--- src/shared/hsp_pkg.sv ---
// Constants, field layout and carrier types of the handshaked serial port.
// Assumes an APB slave on pclk; the serial link is sampled from pclk.
// Functional notes
// - Output reset bit resets output, self-clears
// - Input reset bit resets input, self-clears
// - Store while not enabled sets sticky error
// - Load while not enabled sets sticky error
// - Store flag set on transfer, cleared by store
// - Load flag set on word, cleared by load
// - Continuous/single bits select input mode
// - Store clears flag; wait stalls further stores
// - Data moves to shifter after 3 clocks
// - Enable sampled falling; request drops, shifting starts
// - Empty register sets flag, releases wait, pulses
// - Data pin floats after last bit idle
// - Early enable continues output seamlessly
// - Input enable sampled, ack drops, bits captured
// - Ack rises in last bit cycle
// - Completed word moves in, flag set, pulse
// - Load clears flag; wait stalls further loads
// - Early input enable starts next word directly
// - 8 or 16 bit words, MSB or LSB first
// - Separate in and out registers, one address
package hsp_pkg;
    // Register byte offsets
    localparam logic [11:0] HSP_DATA_OFS   = 12'h000;
    localparam logic [11:0] HSP_STATUS_OFS = 12'h004;
    // Status field positions
    localparam int HSP_B_OUT_LSB   = 15;
    localparam int HSP_B_IN_LSB    = 14;
    localparam int HSP_B_OUT_LEN   = 13;
    localparam int HSP_B_IN_LEN    = 12;
    localparam int HSP_B_STORE_WT  = 11;
    localparam int HSP_B_LOAD_WT   = 10;
    localparam int HSP_B_IN_CONT   = 9;
    localparam int HSP_B_IN_SINGLE = 8;
    localparam int HSP_B_OUT_RST   = 5;
    localparam int HSP_B_IN_RST    = 4;
    localparam int HSP_B_STORE_ERR = 3;
    localparam int HSP_B_LOAD_ERR  = 2;
    localparam int HSP_B_STORE_OK  = 1;
    localparam int HSP_B_LOAD_OK   = 0;
    // Reset value of status and data
    localparam logic [15:0] HSP_STATUS_RST = 16'h0002;
    localparam logic [15:0] HSP_DATA_RST   = 16'h0000;
    // Serial clocks from store to shifter transfer
    localparam logic [1:0]  HSP_XFER_CLKS  = 2'h3;
    // Word lengths
    localparam logic [4:0]  HSP_LEN_LONG   = 5'h10;
    localparam logic [4:0]  HSP_LEN_SHORT  = 5'h08;
    // Mode bits kept in the status register
    typedef struct packed {
        logic out_lsb;
        logic in_lsb;
        logic out_word_len;
        logic in_word_len;
        logic store_wait_en;
        logic load_wait_en;
        logic in_continuous_bit;
        logic in_single_start;
    } hsp_mode_t;
    // Pins toward the external serial device
    typedef struct packed {
        logic out_request_pin;
        logic in_ack_pin;
        logic ser_data_out_pin;
        logic ser_data_out_oe_n;
    } hsp_pins_out_t;
endpackage : hsp_pkg

--- src/rtl/hsp_core.sv ---
// Handshaked serial port: APB registers plus serial output and input engines.
// Assumes ser_clk_pin and the handshake pins are asynchronous to pclk and much slower.
//
// Design decisions made here: the register offsets and register access over APB.
`timescale 1ns/100ps
module hsp_core
(
    // Clock and reset
    input  wire logic                 pclk,
    input  wire logic                 presetn,
    // APB slave
    input  wire logic                 psel,
    input  wire logic                 penable,
    input  wire logic                 pwrite,
    input  wire logic [11:0]          paddr,
    input  wire logic [31:0]          pwdata,
    output logic      [31:0]          prdata,
    output logic                      pready,
    output logic                      pslverr,
    // Serial pins in
    input  wire logic                 ser_clk_pin,
    input  wire logic                 out_enable_pin,
    input  wire logic                 in_enable_pin,
    input  wire logic                 ser_data_in_pin,
    // Serial pins out
    output hsp_pkg::hsp_pins_out_t    pins_out,
    // Completion pulses
    output logic                      out_done_pulse,
    output logic                      in_done_pulse
);
    // Two-stage synchronisers: clock, out enable, in enable, data
    logic [3:0] sync1_reg;
    logic [3:0] sync2_reg;
    logic       clk_prev_reg;              // Previous synced serial clock
    always_ff @(posedge pclk or negedge presetn)
    begin
        if (!presetn)
        begin
            sync1_reg    <= 4'h0;
            sync2_reg    <= 4'h0;
            clk_prev_reg <= 1'b0;
        end
        else
        begin
            sync1_reg    <= {ser_clk_pin, out_enable_pin, in_enable_pin, ser_data_in_pin};
            sync2_reg    <= sync1_reg;
            clk_prev_reg <= sync2_reg[3];
        end
    end
    // Serial clock edges seen from pclk
    wire rise_w = sync2_reg[3] & ~clk_prev_reg;
    wire fall_w = ~sync2_reg[3] & clk_prev_reg;
    wire oen_w  = sync2_reg[2];
    wire ien_w  = sync2_reg[1];
    wire din_w  = sync2_reg[0];

    // APB decode; the access phase is the moment of effect
    wire acc_w      = psel & penable;
    wire hit_data_w = (paddr == hsp_pkg::HSP_DATA_OFS);
    wire hit_stat_w = (paddr == hsp_pkg::HSP_STATUS_OFS);
    wire unmap_w    = ~hit_data_w & ~hit_stat_w;
    // Status fields
    hsp_pkg::hsp_mode_t mode_reg;
    logic out_rst_reg;                     // out_reset_req
    logic in_rst_reg;                      // in_reset_req
    logic store_err_flag;
    logic load_err_flag;
    logic store_ok_flag;
    logic load_ok_flag;
    // Wait stalls hold pready low until the flag allows the access
    wire store_stall_w = hit_data_w & pwrite & mode_reg.store_wait_en & ~store_ok_flag;
    wire load_stall_w  = hit_data_w & ~pwrite & mode_reg.load_wait_en & ~load_ok_flag;
    assign pready  = ~(store_stall_w | load_stall_w);
    assign pslverr = unmap_w;
    wire done_w       = acc_w & pready & ~unmap_w;
    wire store_w      = done_w & hit_data_w & pwrite;
    wire load_w       = done_w & hit_data_w & ~pwrite;
    wire stat_wr_w    = done_w & hit_stat_w & pwrite;

    // Data registers: separate out and in words at one address
    logic [15:0] data_out_reg;
    logic [15:0] data_in_reg;
    logic        out_full_reg;             // data_out holds an unsent word
    // Output engine state
    logic [15:0] out_shifter;
    logic [4:0]  out_cnt_reg;              // Bits left to send
    logic        out_loaded_reg;           // Shifter holds a word awaiting enable
    logic        out_active_reg;           // Shifting in progress
    logic        oen_seen_reg;             // Enable sampled on falling edge
    logic [1:0]  xfer_cnt_reg;             // Rising edges since store
    logic        req_reg;
    logic        dout_reg;
    logic        oe_n_reg;
    // Input engine state
    logic [15:0] in_shifter;
    logic [4:0]  in_cnt_reg;               // Bits captured
    logic        in_active_reg;
    logic        ien_seen_reg;
    logic        ack_reg;
    logic        single_armed_reg;         // One single-mode word allowed
    logic        in_word_rdy;              // Completed word waits in shifter

    // Word lengths and shift helpers
    wire [4:0] out_len_w = mode_reg.out_word_len ? hsp_pkg::HSP_LEN_SHORT : hsp_pkg::HSP_LEN_LONG;
    wire [4:0] in_len_w  = mode_reg.in_word_len ? hsp_pkg::HSP_LEN_SHORT : hsp_pkg::HSP_LEN_LONG;
    wire out_bit_w = mode_reg.out_lsb ? out_shifter[0]
                   : (mode_reg.out_word_len ? out_shifter[7] : out_shifter[15]);
    function automatic logic [15:0] hsp_shift_in(input logic [15:0] s, input logic b,
                                                 input logic lsb, input logic short_w);
        logic [15:0] r;
        // Short words keep the upper byte clear, as in the LSB-first case
        r = short_w ? {8'h00, s[6:0], b} : {s[14:0], b};
        if (lsb)
            r = short_w ? {8'h00, b, s[7:1]} : {b, s[15:1]};
        return r;
    endfunction : hsp_shift_in
    // input enabled by continuous mode or an armed single start
    wire in_allow_w = mode_reg.in_continuous_bit | single_armed_reg;
    // start output on rising edge after sampled enable
    wire out_start_w = rise_w & out_loaded_reg & oen_seen_reg & ~out_active_reg;
    // last bit with next word ready and enable sampled continues
    wire out_last_w  = rise_w & out_active_reg & (out_cnt_reg == 5'h01);
    wire out_chain_w = out_last_w & out_full_reg & oen_seen_reg;

    // Status register and flags
    always_ff @(posedge pclk or negedge presetn)
    begin
        if (!presetn)
        begin
            mode_reg       <= '0;
            out_rst_reg    <= 1'b0;
            in_rst_reg     <= 1'b0;
            store_err_flag <= 1'b0;
            load_err_flag  <= 1'b0;
        end
        else
        begin
            mode_reg.in_single_start <= 1'b0;
            // reset requests self-clear once acted on
            out_rst_reg <= 1'b0;
            in_rst_reg  <= 1'b0;
            if (stat_wr_w)
            begin
                mode_reg <= pwdata[15:8];
                out_rst_reg <= pwdata[hsp_pkg::HSP_B_OUT_RST];
                in_rst_reg  <= pwdata[hsp_pkg::HSP_B_IN_RST];
                // Error flags clear by writing 0 or by the matching reset request
                if (!pwdata[hsp_pkg::HSP_B_STORE_ERR])
                    store_err_flag <= 1'b0;
                if (!pwdata[hsp_pkg::HSP_B_LOAD_ERR])
                    load_err_flag <= 1'b0;
            end
            // store error, out reset request wins over set
            if (store_w && !store_ok_flag)
                store_err_flag <= 1'b1;
            // load error, in reset request wins over set
            if (load_w && !load_ok_flag)
                load_err_flag <= 1'b1;
            if (out_rst_reg)
                store_err_flag <= 1'b0;
            if (in_rst_reg)
                load_err_flag <= 1'b0;
        end
    end

    // Output data register and store flag
    always_ff @(posedge pclk or negedge presetn)
    begin
        if (!presetn)
        begin
            data_out_reg  <= hsp_pkg::HSP_DATA_RST;
            out_full_reg  <= 1'b0;
            store_ok_flag <= 1'b1;
            xfer_cnt_reg  <= 2'h0;
        end
        else if (out_rst_reg)
        begin
            out_full_reg  <= 1'b0;
            store_ok_flag <= 1'b1;
            xfer_cnt_reg  <= 2'h0;
        end
        else if (store_w)
        begin
            data_out_reg  <= pwdata[15:0];
            out_full_reg  <= 1'b1;
            store_ok_flag <= 1'b0;
            xfer_cnt_reg  <= 2'h0;
        end
        else if (out_chain_w || (rise_w && out_full_reg && !out_loaded_reg && !out_active_reg
                                 && xfer_cnt_reg >= hsp_pkg::HSP_XFER_CLKS - 2'h1))
        begin
            // transfer to shifter sets store flag
            out_full_reg  <= 1'b0;
            store_ok_flag <= 1'b1;
        end
        else if (rise_w && out_full_reg && xfer_cnt_reg != hsp_pkg::HSP_XFER_CLKS)
            xfer_cnt_reg <= xfer_cnt_reg + 2'h1;
    end
    // transfer on the third rising edge after store
    // Count saturates while the shifter is busy, hence the >= compare
    wire out_xfer_w = out_full_reg & ~out_rst_reg & ~store_w &
                      ((rise_w & ~out_loaded_reg & ~out_active_reg &
                        (xfer_cnt_reg >= hsp_pkg::HSP_XFER_CLKS - 2'h1)) | out_chain_w);

    // Output shifter and pins
    always_ff @(posedge pclk or negedge presetn)
    begin
        if (!presetn)
        begin
            out_shifter    <= 16'h0000;
            out_cnt_reg    <= 5'h00;
            out_loaded_reg <= 1'b0;
            out_active_reg <= 1'b0;
            oen_seen_reg   <= 1'b0;
            req_reg        <= 1'b0;
            dout_reg       <= 1'b0;
            oe_n_reg       <= 1'b1;
        end
        else if (out_rst_reg)
        begin
            out_loaded_reg <= 1'b0;
            out_active_reg <= 1'b0;
            oen_seen_reg   <= 1'b0;
            req_reg        <= 1'b0;
            oe_n_reg       <= 1'b1;
        end
        else
        begin
            if (fall_w)
                oen_seen_reg <= oen_w;
            if (out_chain_w)
            begin
                // next word follows with no gap
                out_shifter <= data_out_reg;
                out_cnt_reg <= out_len_w;
                dout_reg    <= mode_reg.out_lsb ? data_out_reg[0]
                             : (mode_reg.out_word_len ? data_out_reg[7] : data_out_reg[15]);
                req_reg     <= 1'b0;
            end
            else if (out_xfer_w)
            begin
                // raise request once shifter is loaded
                out_shifter    <= data_out_reg;
                out_loaded_reg <= 1'b1;
                req_reg        <= 1'b1;
            end
            else if (out_start_w)
            begin
                // request drops and first bit is driven
                out_loaded_reg <= 1'b0;
                out_active_reg <= 1'b1;
                out_cnt_reg    <= out_len_w;
                req_reg        <= 1'b0;
                dout_reg       <= out_bit_w;
                oe_n_reg       <= 1'b0;
            end
            else if (out_last_w)
            begin
                out_active_reg <= 1'b0;
                oe_n_reg       <= 1'b1;
            end
            else if (rise_w && out_active_reg)
            begin
                out_shifter <= mode_reg.out_lsb ? {1'b0, out_shifter[15:1]} : {out_shifter[14:0], 1'b0};
                out_cnt_reg <= out_cnt_reg - 5'h01;
                dout_reg    <= mode_reg.out_lsb ? out_shifter[1]
                             : (mode_reg.out_word_len ? out_shifter[6] : out_shifter[14]);
            end
        end
    end

    // Input shifter, ack and word handover
    wire in_last_w = fall_w & in_active_reg & (in_cnt_reg == in_len_w - 5'h01);
    always_ff @(posedge pclk or negedge presetn)
    begin
        if (!presetn)
        begin
            in_shifter       <= 16'h0000;
            in_cnt_reg       <= 5'h00;
            in_active_reg    <= 1'b0;
            ien_seen_reg     <= 1'b0;
            ack_reg          <= 1'b0;
            single_armed_reg <= 1'b0;
            in_word_rdy      <= 1'b0;
        end
        else if (in_rst_reg)
        begin
            in_active_reg    <= 1'b0;
            ien_seen_reg     <= 1'b0;
            ack_reg          <= 1'b0;
            single_armed_reg <= 1'b0;
            in_word_rdy      <= 1'b0;
        end
        else
        begin
            if (mode_reg.in_single_start)
                single_armed_reg <= 1'b1;
            // Ack shows readiness when input is allowed and idle
            if (rise_w && !in_active_reg && !ien_seen_reg)
                ack_reg <= in_allow_w;
            // enable sampled on falling edge while ack high
            if (fall_w && !in_active_reg)
                ien_seen_reg <= ien_w & ack_reg;
            // enable sampled on falling edges before the last bit
            if (fall_w && in_active_reg && !in_last_w)
                ien_seen_reg <= ien_w & in_allow_w;
            if (rise_w && ien_seen_reg && !in_active_reg)
            begin
                // ack drops, capture begins this cycle
                ack_reg          <= 1'b0;
                in_active_reg    <= 1'b1;
                in_cnt_reg       <= 5'h00;
                ien_seen_reg     <= 1'b0;
                single_armed_reg <= 1'b0;
            end
            // ack rises in the last bit cycle
            if (rise_w && in_active_reg && in_cnt_reg == in_len_w - 5'h01)
                ack_reg <= ~ien_seen_reg & in_allow_w;
            if (fall_w && in_active_reg)
            begin
                in_shifter <= hsp_shift_in(in_shifter, din_w, mode_reg.in_lsb, mode_reg.in_word_len);
                in_cnt_reg <= in_cnt_reg + 5'h01;
            end
            if (in_last_w)
            begin
                in_word_rdy   <= 1'b1;
                in_cnt_reg    <= 5'h00;
                in_active_reg <= ien_seen_reg;
                ien_seen_reg  <= 1'b0;
            end
            else if (in_word_rdy && !load_ok_flag)
                in_word_rdy <= 1'b0;
        end
    end

    // Input data register and load flag
    wire in_move_w = in_word_rdy & ~load_ok_flag & ~in_rst_reg;
    always_ff @(posedge pclk or negedge presetn)
    begin
        if (!presetn)
        begin
            data_in_reg  <= hsp_pkg::HSP_DATA_RST;
            load_ok_flag <= 1'b0;
        end
        else if (in_rst_reg)
            load_ok_flag <= 1'b0;
        else if (in_move_w)
        begin
            // word moves in and load flag sets
            data_in_reg  <= in_shifter;
            load_ok_flag <= 1'b1;
        end
        else if (load_w)
            load_ok_flag <= 1'b0;
    end

    // completion pulses, one pclk cycle each
    always_ff @(posedge pclk or negedge presetn)
    begin
        if (!presetn)
        begin
            out_done_pulse <= 1'b0;
            in_done_pulse  <= 1'b0;
        end
        else
        begin
            out_done_pulse <= out_xfer_w;
            in_done_pulse  <= in_move_w;
        end
    end

    // Read data, driven only in the access phase
    // load reads the input word
    wire [15:0] status_w = {mode_reg, 2'b00, out_rst_reg, in_rst_reg,
                            store_err_flag, load_err_flag, store_ok_flag, load_ok_flag};
    assign prdata = !acc_w ? 32'h0000_0000 : hit_stat_w ? {16'h0000, status_w}
                  : hit_data_w ? {16'h0000, data_in_reg} : 32'h0000_0000;
    assign pins_out = '{out_request_pin: req_reg, in_ack_pin: ack_reg,
                        ser_data_out_pin: dout_reg, ser_data_out_oe_n: oe_n_reg};
endmodule : hsp_core

--- config.mk ---
export PLATFORM = sky130hd
export DESIGN_NAME = hsp_core
export DESIGN_NICKNAME = d
export VERILOG_FILES = /design/src/shared/hsp_pkg.sv /design/src/rtl/hsp_core.sv
export SDC_FILE = /design/constraint.sdc
export NUM_CORES = 1
export LEC_CHECK = 0
export ABC_AREA = 1
export CORE_UTILIZATION = 40
export DETAILED_ROUTE_END_ITERATION = 16
export DONT_BUFFER_PORTS = 1
export GPL_ROUTABILITY_DRIVEN = 0
export PLACE_DENSITY_LB_ADDON = 0.3
export SKIP_CTS_REPAIR_TIMING = 1
export SLEW_MARGIN = 30
export SYNTH_ARGS = -nofsm -noshare
export SYNTH_HDL_FRONTEND = slang
export SYNTH_SLANG_ARGS = --single-unit
--- constraint.sdc ---
create_clock -name pclk -period 4.05 [get_ports pclk]
set_clock_uncertainty 0.2 [all_clocks]
set_input_delay 0.81 -clock pclk [delete_from_list [all_inputs] [get_ports pclk]]
set_output_delay 0.81 -clock pclk [all_outputs]
set_load 0.1 [all_outputs]
==> impl_metrics.env <==
export IMPL_hold_slack_ps=38.1
export IMPL_p_leak_uw=0.00330
export IMPL_totalWireLength_um=13200
export IMPL_drt_pass1_iterations=4
export IMPL_drv_cap=0
export IMPL_timing_final_crit_share_pct=79.0
export IMPL_num_antenna_cells=0
export IMPL_period_needed_ps=3200
export IMPL_core_rowCount=43
export IMPL_critPathCaptureType="output port"
export IMPL_cp_max_fo=23
export IMPL_vias=4634
export IMPL_synth_most_common_cell="nand2_1"
export IMPL_grt_util_met2_pct=31.0
export IMPL_dpl_cell_area_um2=6100
export IMPL_seq_area_frac_synth_pct=49.7
export IMPL_hp_class="in2async"
export IMPL_synth_area_leader_cell="dfrtp_1"
export IMPL_start_kind="input pin"
export IMPL_r2r_setup_slack_ps=1130
export IMPL_r2r_start="out_cnt_reg[1]$_DFFE_PN0P_"
export IMPL_fin_nets=796
export IMPL_die_w_um=121
export IMPL_overflow=0
export IMPL_crit_arrival_ps=2190
export IMPL_antenna_found_initial=0
export IMPL_dieHeight_um=121
export IMPL_io_buffers=0
export IMPL_final_core_util_pct=48.4
export IMPL_async_flop_share_pct=100
export IMPL_core_area_um2=13900
export IMPL_cp_slowest_cell="buf_4"
export IMPL_yosysTopAreaCellShare_pct=48.8
export IMPL_insertion_delay_ps=410
export IMPL_path_common_cell="nand2_1"
export IMPL_via_per_inst=4.98
export IMPL_grt_max_degree=114
export IMPL_crit_type="in2out"
export IMPL_netlist_top_cells_count="nand2_1 (266), dfrtp_1 (111), inv_1 (76), o21ai_0 (72), nor2_1 (29)"
export IMPL_cts_tree="done"
export IMPL_cts_sink_count=113
export IMPL_fin_ws_ps=849
export IMPL_timing_final_hold_violations=0
export IMPL_use_met1_pct=24.8
export IMPL_setup_viol=0
export IMPL_grt_pass1_vias=4465
export IMPL_synth_cells=728
export IMPL_syn_avg_cell_area_um2=7.82
export IMPL_dieArea_um2=14700
export IMPL_reg2reg_to="out_shifter[2]$_DFFE_PN0P_"
export IMPL_clock_path_buffers=2
export IMPL_areaGrowthSynthToFinish_pct=18.1
export IMPL_synth_edf_count=0
export IMPL_num_fill_cells=1347
export IMPL_busiest_layer="met2"
export IMPL_post_place_ws_ps=860
export IMPL_tightest_slew_ps=929
export IMPL_wire_per_inst_um=14.2
export IMPL_required_ps=3040
export IMPL_synth_area_leaders="dfrtp_1 (49%), nand2_1 (18%), o21ai_0 (6.3%), inv_1 (5.0%), buf_4 (2.8%)"
export IMPL_yosysWarningCount=0
export IMPL_p_per_area_nw_per_um2=502
export IMPL_drive_gt1_share_pct=12.3
export IMPL_drt_initial_drc_count=400
export IMPL_use_met3_pct=4.98
export IMPL_syn_area_um2=5690
export IMPL_track_usage_pct=19.1
export IMPL_place_detailed_instances=898
export IMPL_synth_seq_cells=113
export IMPL_outcome="complete, no violations"
export IMPL_slew_headroom_pct=38.0
export IMPL_cts_root_buf="clkbuf_16"
export IMPL_ant_nets=0
export IMPL_numCtsBuffers=17
export IMPL_maxSlewViolCount=0
export IMPL_grt_first_pass_wirelength_um=21600
export IMPL_initial_core_util_pct=41.0
export IMPL_ys_types=42
export IMPL_clk_pin_slew_ps=50
export IMPL_rsz0062_at_grt="false"
export IMPL_fin_area_um2=6720
export IMPL_io_pins=93
export IMPL_crit_path_cell_trace="inv_1 > nand2_1 > nor2_1 > nand2_1 > nor2_2 > buf_4 > o21ai_0 > a21oi_2 > buf_12"
export IMPL_ir_drop_mv=0.317
export IMPL_synth_ff_type="dfrtp_1"
export IMPL_timing_fmax_mhz=312
export IMPL_route_detailed_drc=0
export IMPL_final_cells=931
export IMPL_crit_path_max_incr_delay_ps=290
export IMPL_htree_levels=4
export IMPL_dp_hpwl_um=9140
export IMPL_rr_worst_depth=12
==> worst max path at each step <==
stage,startpoint,end,slack (ps)
CTS,paddr[5],prdata[13],860
floorplan,paddr[10],prdata[13],-150
global placement,paddr[10],prdata[13],860
detailed placement,paddr[5],prdata[0],860
global route,paddr[8],prdata[14],700
finish,paddr[4],prdata[13],850
==> through the flow <==
| step | setup TNS (ps) | total power [µW] |
|---|---|---|
| 3_3_place_gp | 0 | 1840 |
| 6_report | 0 | 3370 |
| 2_1_floorplan | -595 | 1800 |
| 3_5_place_dp | 0 | 1860 |
| 5_1_grt | 0 | 3520 |
| 4_1_cts | 0 | 3370 |
==> logic make-up after synthesis <==
family / after synthesis / synth area share (%)
and+or+nand+nor: 350 / 25.6
AOI/OAI and AO/OA: 127 / 12.3
buffers and inverters: 127 / 10.4
DFF: 113 / 49.7
xor gates and xnor gates: 5 / 0.769
adders and majority gates: 5 / 1.10
other: 1 / 0.0659
==> cells in the final DEF (no fill, tap or decap), types with 4 or more instances in the layout <==
| cell type | instances |
|---|---|
| o22ai_1 | 12 |
| nand4_1 | 5 |
| inv_1 | 76 |
| buf_4 | 7 |
| clkinv_2 | 7 |
| nor2_1 | 27 |
| nand2_1 | 266 |
| nand3_1 | 28 |
| nor3_1 | 4 |
| buf_12 | 14 |
| dfrtp_1 | 111 |
| conb_1 | 16 |
| a21oi_1 | 11 |
| clkbuf_16 | 17 |
| o21ai_0 | 72 |
| a21oi_2 | 15 |
| o211ai_1 | 9 |
| ha_1 | 5 |
==> report_power, final <==
part | internal, µW | switching, µW | total (µW)
sequential | 1250 | 177 | 1430
combinational | 128 | 307 | 435
clock | 990 | 517 | 1510
==> worst max-delay path, delay by kind of cell <==
family                 cells  cell delay (ps)
AO/OA/AOI/OAI              2              380
AND/OR/NAND/NOR            4              440
buffers and inverters      3              530
==> cell type report <==
cell class	instances	area (µm²)	share of cell area [%]
Sequential cell	113	2830	42.1
Multi-Input combinational cell	503	2400	35.8
Timing Repair Buffer	22	360	5.36
Clock inverter	12	140	2.08
Inverter	81	307	4.56
Tap cell	180	225	3.35
Clock buffer	20	457	6.79
==> metal layers <==
layer / vias up / wire length (µm)
li1: 2295 / -
met1: 2248 / 6010
met2: 78 / 6530
met3: 13 / 505
met4: 0 / 157
met5: - / 0
(Power assumes the default switching activity.)
